File: src/include/dcf_regs.svh
`ifndef DCF_REGS_SVH
`define DCF_REGS_SVH

// ----------------------------------------------------------------
// Clock and timing
// ----------------------------------------------------------------
`define DCF_CLK_MHZ 50
`define DCF_SYNC_NS 1000
`define DCF_SYNC_CYC ((`DCF_SYNC_NS * `DCF_CLK_MHZ) / 1000)

// ----------------------------------------------------------------
// Frame header layout (bytes from frame start)
// ----------------------------------------------------------------
`define DCF_HDR_LEN 4'd8
`define DCF_SLICE_HI_POS 4'd6
`define DCF_SLICE_LO_POS 4'd7

// ----------------------------------------------------------------
// Appended measure packet layout
// ----------------------------------------------------------------
`define DCF_PKT_LEN 4'd12
`define DCF_PKT_LEN_POS 4'd0
`define DCF_PKT_CTR_POS 4'd1
`define DCF_PKT_PID_POS 4'd2
`define DCF_PKT_FILL_POS 4'd3
`define DCF_PKT_TS_POS 4'd4
`define DCF_PKT_DATA_POS 4'd8
`define DCF_FILL_BYTE 8'h00

// ----------------------------------------------------------------
// Reset values
// ----------------------------------------------------------------
`define DCF_SLICE_RST 16'hffff
`define DCF_CTR_RST 8'h00

`endif

File: src/include/dcf_pkg.sv
package dcf_pkg;
	typedef enum logic [1:0] {
		DCF_IDLE = 2'b00,
		DCF_HDR = 2'b01,
		DCF_PKT = 2'b11
	} dcf_state_type;
	typedef logic [7:0] dcf_byte_type;
	typedef logic [15:0] dcf_slice_type;
endpackage

File: src/include/dcf_link_if.sv
`timescale 1ns/1ps
interface dcf_link_if;
	logic frmValid;
	logic frmFirst;
	logic frmLast;
	dcf_pkg::dcf_byte_type frmData;
	logic ctlValid;
	dcf_pkg::dcf_byte_type ctlData;
	logic syncTick;

	modport dev (
		output frmValid,
		output frmFirst,
		output frmLast,
		output frmData,
		input ctlValid,
		input ctlData,
		input syncTick
	);
	modport host (
		input frmValid,
		input frmFirst,
		input frmLast,
		input frmData,
		output ctlValid,
		output ctlData,
		output syncTick
	);
endinterface

File: src/logic/dcf_chain_module.sv
`timescale 1ns/1ps
`include "dcf_regs.svh"

module dcf_chain_module #(
	parameter int SLOT_BITS = 4,
	parameter logic [47:0] MAC_ADDR = 48'h02_00_00_00_00_01,
	parameter logic [7:0] PKT_ID = 8'h01
) (
	input wire logic sys_clk,
	input wire logic arst_n,
	dcf_link_if.dev link,
	input wire logic upValid,
	input wire logic upFirst,
	input wire logic upLast,
	input wire logic [7:0] upData,
	input wire logic isLast,
	input wire logic genEnable,
	input wire logic [15:0] slicePeriod,
	input wire logic [(1 << SLOT_BITS) - 1:0] slotMask,
	input wire logic [31:0] measData,
	output logic ctlOutValid,
	output logic [7:0] ctlOutData,
	output logic [15:0] sliceNum
);
	// ----------------------------------------------------------------
	// Elaboration check
	// ----------------------------------------------------------------
	if (SLOT_BITS < 1 || SLOT_BITS > 16) begin : gBadSlot
		$error("SLOT_BITS must be 1 to 16");
	end

	localparam logic [5:0] SYNC_LAST = 6'(`DCF_SYNC_CYC - 1);
	localparam logic [5:0] SYNC_HALF = 6'(`DCF_SYNC_CYC / 2);

	dcf_pkg::dcf_state_type state_q;
	dcf_pkg::dcf_slice_type sliceCnt_q, rxSlice_q, curSlice;
	logic [15:0] genCnt_q;
	logic [3:0] idx_q, pos_q, upPos;
	logic [5:0] usCnt_q;
	logic [31:0] timeUs_q, pktTs_q, pktData_q;
	logic [63:0] hdrWord;
	logic [7:0] ctr_q, hdrByte, pktByte;
	logic sliceTick_q, hit;

	// ----------------------------------------------------------------
	// Slice generator and counter
	// ----------------------------------------------------------------
	always_ff @(posedge sys_clk or negedge arst_n) begin
		if (!arst_n) begin
			genCnt_q <= 16'h0000;
			sliceTick_q <= 1'b0;
		end else if (!(isLast && genEnable)) begin
			genCnt_q <= 16'h0000;
			sliceTick_q <= 1'b0;
		end else if (genCnt_q + 16'h0001 >= slicePeriod) begin
			genCnt_q <= 16'h0000;
			sliceTick_q <= 1'b1;
		end else begin
			genCnt_q <= genCnt_q + 16'h0001;
			sliceTick_q <= 1'b0;
		end
	end

	// First tick after reset yields slice zero; wraps naturally
	always_ff @(posedge sys_clk or negedge arst_n) begin
		if (!arst_n) begin
			sliceCnt_q <= `DCF_SLICE_RST;
		end else if (sliceTick_q) begin
			sliceCnt_q <= sliceCnt_q + 16'h0001;
		end
	end

	// ----------------------------------------------------------------
	// Slice number taken from the upstream header
	// ----------------------------------------------------------------
	assign upPos = upFirst ? 4'h0 : pos_q;

	always_ff @(posedge sys_clk or negedge arst_n) begin
		if (!arst_n) begin
			pos_q <= 4'h0;
			rxSlice_q <= 16'h0000;
		end else if (upValid) begin
			pos_q <= (upPos == 4'hf) ? 4'hf : upPos + 4'h1;
			if (upPos == `DCF_SLICE_HI_POS) begin
				rxSlice_q[15:8] <= upData;
			end
			if (upPos == `DCF_SLICE_LO_POS) begin
				rxSlice_q[7:0] <= upData;
			end
		end
	end

	// Short frames end on the low slice byte itself
	assign curSlice = isLast ? sliceCnt_q
		: (upValid && upPos == `DCF_SLICE_LO_POS)
		? {rxSlice_q[15:8], upData} : rxSlice_q;

	// Mask holds the slot pattern repeating every 2**SLOT_BITS slices (low slice bits index it)
	assign hit =
		slotMask[curSlice[SLOT_BITS - 1:0]];

	// ----------------------------------------------------------------
	// Local timebase, realigned by the sync line
	// ----------------------------------------------------------------
	always_ff @(posedge sys_clk or negedge arst_n) begin
		if (!arst_n) begin
			usCnt_q <= 6'h00;
			timeUs_q <= 32'h0000_0000;
		end else if (link.syncTick) begin
			usCnt_q <= 6'h00;
			// A recent local wrap already counted this microsecond
			if (usCnt_q >= SYNC_HALF) begin
				timeUs_q <= timeUs_q + 32'h0000_0001;
			end
		end else if (usCnt_q == SYNC_LAST) begin
			usCnt_q <= 6'h00;
			timeUs_q <= timeUs_q + 32'h0000_0001;
		end else begin
			usCnt_q <= usCnt_q + 6'h01;
		end
	end

	// ----------------------------------------------------------------
	// Byte sources
	// ----------------------------------------------------------------
	// Byte 0 is the top byte: address first, then slice hi and lo
	assign hdrWord = {MAC_ADDR, sliceCnt_q};
	assign hdrByte = hdrWord[{~idx_q[2:0], 3'b000} +: 8];

	// Time stamp and data are snapshotted when byte 0 goes out
	always_comb begin
		case (idx_q)
			`DCF_PKT_LEN_POS: pktByte = {4'h0, `DCF_PKT_LEN};
			`DCF_PKT_CTR_POS: pktByte = ctr_q;
			`DCF_PKT_PID_POS: pktByte = PKT_ID;
			`DCF_PKT_FILL_POS: pktByte = `DCF_FILL_BYTE;
			4'h4: pktByte = pktTs_q[31:24];
			4'h5: pktByte = pktTs_q[23:16];
			4'h6: pktByte = pktTs_q[15:8];
			4'h7: pktByte = pktTs_q[7:0];
			4'h8: pktByte = pktData_q[31:24];
			4'h9: pktByte = pktData_q[23:16];
			4'ha: pktByte = pktData_q[15:8];
			4'hb: pktByte = pktData_q[7:0];
			default: pktByte = 8'h00;
		endcase
	end

	always_ff @(posedge sys_clk or negedge arst_n) begin
		if (!arst_n) begin
			pktTs_q <= 32'h0000_0000;
			pktData_q <= 32'h0000_0000;
			ctr_q <= `DCF_CTR_RST;
		end else if (state_q == dcf_pkg::DCF_PKT) begin
			if (idx_q == 4'h0) begin
				pktTs_q <= timeUs_q;
				pktData_q <= measData;
			end
			if (idx_q == `DCF_PKT_LEN - 4'h1) begin
				ctr_q <= ctr_q + 8'h01;
			end
		end
	end

	// ----------------------------------------------------------------
	// Frame sequencer
	// ----------------------------------------------------------------
	// Upstream bytes during our packet are lost; planning prevents it
	always_ff @(posedge sys_clk or negedge arst_n) begin
		if (!arst_n) begin
			state_q <= dcf_pkg::DCF_IDLE;
			idx_q <= 4'h0;
			link.frmValid <= 1'b0;
			link.frmFirst <= 1'b0;
			link.frmLast <= 1'b0;
			link.frmData <= 8'h00;
		end else begin
			case (state_q)
				dcf_pkg::DCF_IDLE: begin
					link.frmFirst <= 1'b0;
					link.frmLast <= 1'b0;
					link.frmValid <= 1'b0;
					idx_q <= 4'h0;
					if (isLast && sliceTick_q) begin
						state_q <= dcf_pkg::DCF_HDR;
					end else if (!isLast && upValid) begin
						link.frmValid <= 1'b1;
						link.frmFirst <= upFirst;
						link.frmData <= upData;
						if (upLast && hit) begin
							state_q <= dcf_pkg::DCF_PKT;
						end else begin
							link.frmLast <= upLast;
						end
					end
				end
				dcf_pkg::DCF_HDR: begin
					link.frmValid <= 1'b1;
					link.frmFirst <= (idx_q == 4'h0);
					link.frmData <= hdrByte;
					link.frmLast <= 1'b0;
					if (idx_q == `DCF_HDR_LEN - 4'h1) begin
						idx_q <= 4'h0;
						if (hit) begin
							state_q <= dcf_pkg::DCF_PKT;
						end else begin
							link.frmLast <= 1'b1;
							state_q <= dcf_pkg::DCF_IDLE;
						end
					end else begin
						idx_q <= idx_q + 4'h1;
					end
				end
				dcf_pkg::DCF_PKT: begin
					link.frmValid <= 1'b1;
					link.frmFirst <= 1'b0;
					link.frmData <= pktByte;
					link.frmLast <= (idx_q == `DCF_PKT_LEN - 4'h1);
					if (idx_q == `DCF_PKT_LEN - 4'h1) begin
						idx_q <= 4'h0;
						state_q <= dcf_pkg::DCF_IDLE;
					end else begin
						idx_q <= idx_q + 4'h1;
					end
				end
				default: begin
					state_q <= dcf_pkg::DCF_IDLE;
					link.frmValid <= 1'b0;
					link.frmFirst <= 1'b0;
					link.frmLast <= 1'b0;
				end
			endcase
		end
	end

	// ----------------------------------------------------------------
	// Control path from the PC and slice status
	// ----------------------------------------------------------------
	always_ff @(posedge sys_clk or negedge arst_n) begin
		if (!arst_n) begin
			ctlOutValid <= 1'b0;
			ctlOutData <= 8'h00;
			sliceNum <= 16'h0000;
		end else begin
			ctlOutValid <= link.ctlValid;
			ctlOutData <= link.ctlData;
			sliceNum <= curSlice;
		end
	end
endmodule

File: src/flat_wrapper.sv
// flat-port wrapper written by rule: the top's interface ports become plain ports
module dcf_chain_module_flat 
#(
	parameter int SLOT_BITS = 4,
	parameter logic [47:0] MAC_ADDR = 48'h02_00_00_00_00_01,
	parameter logic [7:0] PKT_ID = 8'h01
)
  (sys_clk, arst_n, upValid, upFirst, upLast, upData, isLast, genEnable, slicePeriod, slotMask, measData, ctlOutValid, ctlOutData, sliceNum, link_frmValid, link_frmFirst, link_frmLast, link_frmData, link_ctlValid, link_ctlData, link_syncTick);
  dcf_link_if link_i ();
  input wire logic sys_clk;
  input wire logic arst_n;
  input wire logic upValid;
  input wire logic upFirst;
  input wire logic upLast;
  input wire logic [7:0] upData;
  input wire logic isLast;
  input wire logic genEnable;
  input wire logic [15:0] slicePeriod;
  input wire logic [(1 << SLOT_BITS) - 1:0] slotMask;
  input wire logic [31:0] measData;
  output logic ctlOutValid;
  output logic [7:0] ctlOutData;
  output logic [15:0] sliceNum;
  output wire logic [$bits(link_i.frmValid)-1:0] link_frmValid;
  output wire logic [$bits(link_i.frmFirst)-1:0] link_frmFirst;
  output wire logic [$bits(link_i.frmLast)-1:0] link_frmLast;
  output wire logic [$bits(link_i.frmData)-1:0] link_frmData;
  input wire logic [$bits(link_i.ctlValid)-1:0] link_ctlValid;
  input wire logic [$bits(link_i.ctlData)-1:0] link_ctlData;
  input wire logic [$bits(link_i.syncTick)-1:0] link_syncTick;
  assign link_frmValid = link_i.frmValid;
  assign link_frmFirst = link_i.frmFirst;
  assign link_frmLast = link_i.frmLast;
  assign link_frmData = link_i.frmData;
  assign link_i.ctlValid = link_ctlValid;
  assign link_i.ctlData = link_ctlData;
  assign link_i.syncTick = link_syncTick;
  dcf_chain_module #(.SLOT_BITS(SLOT_BITS), .MAC_ADDR(MAC_ADDR), .PKT_ID(PKT_ID)) u_core (.sys_clk(sys_clk), .arst_n(arst_n), .link(link_i), .upValid(upValid), .upFirst(upFirst), .upLast(upLast), .upData(upData), .isLast(isLast), .genEnable(genEnable), .slicePeriod(slicePeriod), .slotMask(slotMask), .measData(measData), .ctlOutValid(ctlOutValid), .ctlOutData(ctlOutData), .sliceNum(sliceNum));
endmodule
File: config.mk
export PLATFORM = sky130hd
export DESIGN_NAME = dcf_chain_module_flat
export DESIGN_NICKNAME = d
export VERILOG_FILES = /design/src/include/dcf_pkg.sv /design/src/include/dcf_link_if.sv /design/src/logic/dcf_chain_module.sv /design/src/flat_wrapper.sv
export VERILOG_INCLUDE_DIRS = /design/src /design/src/include
export SDC_FILE = /design/constraint.sdc
export NUM_CORES = 1
export LEC_CHECK = 0
export BUFFER_PORTS_ARGS = -buffer_cell sky130_fd_sc_hd__buf_2
export CORE_MARGIN = 2
export CORE_UTILIZATION = 55
export CTS_BUF_LIST = sky130_fd_sc_hd__clkbuf_16
export DETAILED_ROUTE_END_ITERATION = 8
export PLACE_DENSITY = 0.78
export SETUP_SLACK_MARGIN = 0.02
export SYNTH_ARGS = -nofsm -noshare
export SYNTH_HDL_FRONTEND = slang
export SYNTH_SLANG_ARGS = --single-unit
File: constraint.sdc
create_clock -name sys_clk -period 3.5 [get_ports sys_clk]
set_input_delay 0.525 -clock sys_clk [delete_from_list [all_inputs] [get_ports sys_clk]]
set_output_delay 0.525 -clock sys_clk [all_outputs]
set_load 0.02 [all_outputs]
==> impl_results.md <==
- Clock share of power: 29.5%
- Resize count post-CTS: 0
- Top cell by count, worst path: and3_1
- H-tree depth: 1
- DRT Wirelength: 20800 um
- Ys async rst share: 100%
- Share of the synthesized area in the top cell type: 48.7%
- Status: finished, final reports clean
- Crit-path cells: and3_1, and3_1, nand4_1, nor2_1, xor2_1, ha_1, and4_1, o211a_1, o31ai_1, nand3_1, a221oi_1, o211ai_1, buf_4, nor2b_1
- Internal: 0.00458 W
- Count of final hold-check violations: 0
- CP peak stage delay: 0.40 ns
- Die area: 0.0187 sq mm
- Worst Hold Class: in2async
- GP Congestion: 0.853
- Yosys cell types: 69
- Fillers: 1359
- Yosys warns: 0
- Yosys top cell by area: dfrtp_1
- Worst rel slew slack: 46.0%
- VDD IR max: 0.000467 V
- Critical Path Start Type: register
- DP HPWL: 14600 um
- Layout area overhead: 15.3%
- Net Sw Power: 0.00216 W
- Final Cycle Share: 92.7%
- I/O pin cnt: 125
- Syn Std Cell Area: 0.00971 sq mm
- R2R Setup Slk: 0.26 ns
- Power density over the cells: 603 mW/mm^2
- Worst-Margin Slew: 0.811 ns
- Seq pwr share: 45.8%
- Yosys reg bits: 205
- Mean post-synth cell area: 11.8 sq um
- Sw frac: 32.1%
- First-pass GRT wire length: 33000 um
- Initial DRC count: 505
- Setup Fix Bufs, Post-CTS: 0
- Syn_nets: 943
- Total CTS buffers: 21
- Critical Path AT: 3.66 ns
- Vias in the first global route: 6623
- Register area share after synthesis: 53.1%
- WP buf/inv: 1
- Leak: 5.49 nW
- Total number of vias: 6771
- Wire length per cell: 17.5 um
- CP Data Required Time: 3.92 ns
- Fin Clk Skew: 0.0281 ns
- Gate power share: 24.7%
- Tot GR Track Use: 22.3%
- Setup TNS: 0 ns
- Final setup fails: 0
- Final Instance Area: 0.0112 sq mm
- WS Path Type: reg2reg
- I/O Buffers: 124
- RSZ-0062 raised after global routing: false
- Grt total ovfl: 0
- Final Max Tran Viols: 0
- Number of max-cap violations: 0
- Crit path time final: 3.24 ns
- Starting Density: 56.1%
- Antenna Nets Post-Route: 0
- Share of cells above drive strength 1: 29.6%
- Via density: 5.70
- Ys flop type: dfrtp_1
- Synth top area cells: dfrtp_1, mux2_2, xnor2_1, dfstp_2, ha_1
- Clock latency at the later pin of the worst-skew pair: 0.51 ns
- Core Rows: 48
- Core area: 0.0173 sq mm
- Chip width: 137 um
- DRC viols: 0
- Clock Sink Count: 205
- Hold Buf Count CTS: 0
- Commonest non-fill, non-tap cell in the layout: dfrtp_1
- CTS tree: done
- RR Startpoint: u_core.genCnt_q[2]
- Fmax: 308 MHz
- Clock Tree Root: clkbuf_16
- EDFF count, synth: 0
- Commonest cells after routing, fill and taps aside: dfrtp_1, buf_2, mux2_2, xnor2_1
- Dpl cell area: 0.0106 sq mm
- R2R Path End: u_core.genCnt_q[5]
- Largest net degree at the start of global routing: 99
- # diodes: 0
- Mapped Cells: 825
- Clk pin slew, worst setup/hold paths: 0.07 ns
- Critical path capture point type: register
- Crit-path max FO: 16
- CTS Buffer Depth: 3
- Die height: 137 um
- Initial antenna violation count: 0
- Nets: 1066
- Slowest-stage cell, CP: dfrtp_1
- CP delay by family, top: simple AND/OR/NAND/NOR gates
- 1st-pass router iterations: 6
- Reg2reg path depth: 14
-- synthesized netlist by cell type, drive strengths merged, types with 18 or more instances --
cell type,count
a21oi,36
and3,21
clkbuf,30
dfrtp,189
ha,29
inv,40
mux2,99
nand2,39
nand3,35
nor2,41
o21ai,18
xnor2,53
xor2,18
-- power by group through the flow --
stage / Sequential (W) / Combinational, W / Clock (W)
after floorplan: 0.00304 / 0.00117 / 0
after global placement: 0.00310 / 0.00161 / 0
after detailed placement: 0.00312 / 0.00166 / 0
after CTS: 0.00308 / 0.00167 / 0.00204
after global routing: 0.00313 / 0.00182 / 0.00214
final: 0.00309 / 0.00166 / 0.00199
-- cell type report --
type | count | area (sq um) | area share [%]
tap | 225 | 282 | 2.52
clock inverter | 17 | 82.6 | 0.738
inverter | 41 | 154 | 1.38
timing repair buffer | 137 | 777 | 6.95
clock buffer | 21 | 526 | 4.70
multi-input combinational | 542 | 4220 | 37.7
sequential | 205 | 5150 | 46.0
-- layer usage --
metal | vias up | track usage, % | wire, um
met5 | - | 0 | 0
met4 | 0 | 7.33 | 456
met3 | 33 | 3.33 | 1080
met2 | 183 | 36.3 | 9980
met1 | 3371 | 30.8 | 9290
li1 | 3184 | - | -
-- cell families after synthesis --
kind of cell               synth area share (%)
DFF                                        53.1
buffers and inverters                      3.55
and+or+nand+nor                            11.0
muxes                                      12.9
AOI/OAI and AO/OA                          9.32
adders and majority gates                  3.74
xor gates and xnor gates                   6.41
-- registers in the layout, summed over array words and instances (netlist names), 6 cells and up --
signal and count:
u_core.genCnt_q 16, u_core.ctlOutData 8, u_core.ctr_q 8, u_core.rxSlice_q 16, u_core.link.frmData 8, u_core.usCnt_q 6
u_core.sliceNum 16, u_core.sliceCnt_q 16, u_core.pktData_q 32, u_core.pktTs_q 32, u_core.timeUs_q 32
-- how the worst max path moves through the flow --
stage / slack, ns / endpoint / cells after the start / from
6_report: 0.26 / u_core.genCnt_q[5] / 14 / u_core.genCnt_q[2]
5_1_grt: 0.05 / u_core.genCnt_q[8] / 14 / u_core.genCnt_q[2]
3_5_place_dp: 0.13 / u_core.state_q[0] / 10 / upFirst
3_3_place_gp: 0.30 / u_core.state_q[0] / 10 / upFirst
4_1_cts: 0.29 / u_core.genCnt_q[5] / 14 / u_core.genCnt_q[2]
2_1_floorplan: 0.58 / u_core.genCnt_q[10] / 14 / u_core.genCnt_q[2]
-- through the flow --
stage          power [W]  cells  hold WS [ns]  util (%)  setup WS, ns
3_3_place_gp     0.00471   1150         0.457      61.2         0.302
3_5_place_dp     0.00477   1150         0.466      61.2         0.134
4_1_cts          0.00678   1188         0.113      64.7         0.286
6_report         0.00674   1188         0.120      64.7         0.256
5_1_grt          0.00709   1188         0.110      64.7        0.0548
2_1_floorplan    0.00422    825         0.229         -         0.580
No activity file was read; power rests on OpenSTA's default activity.
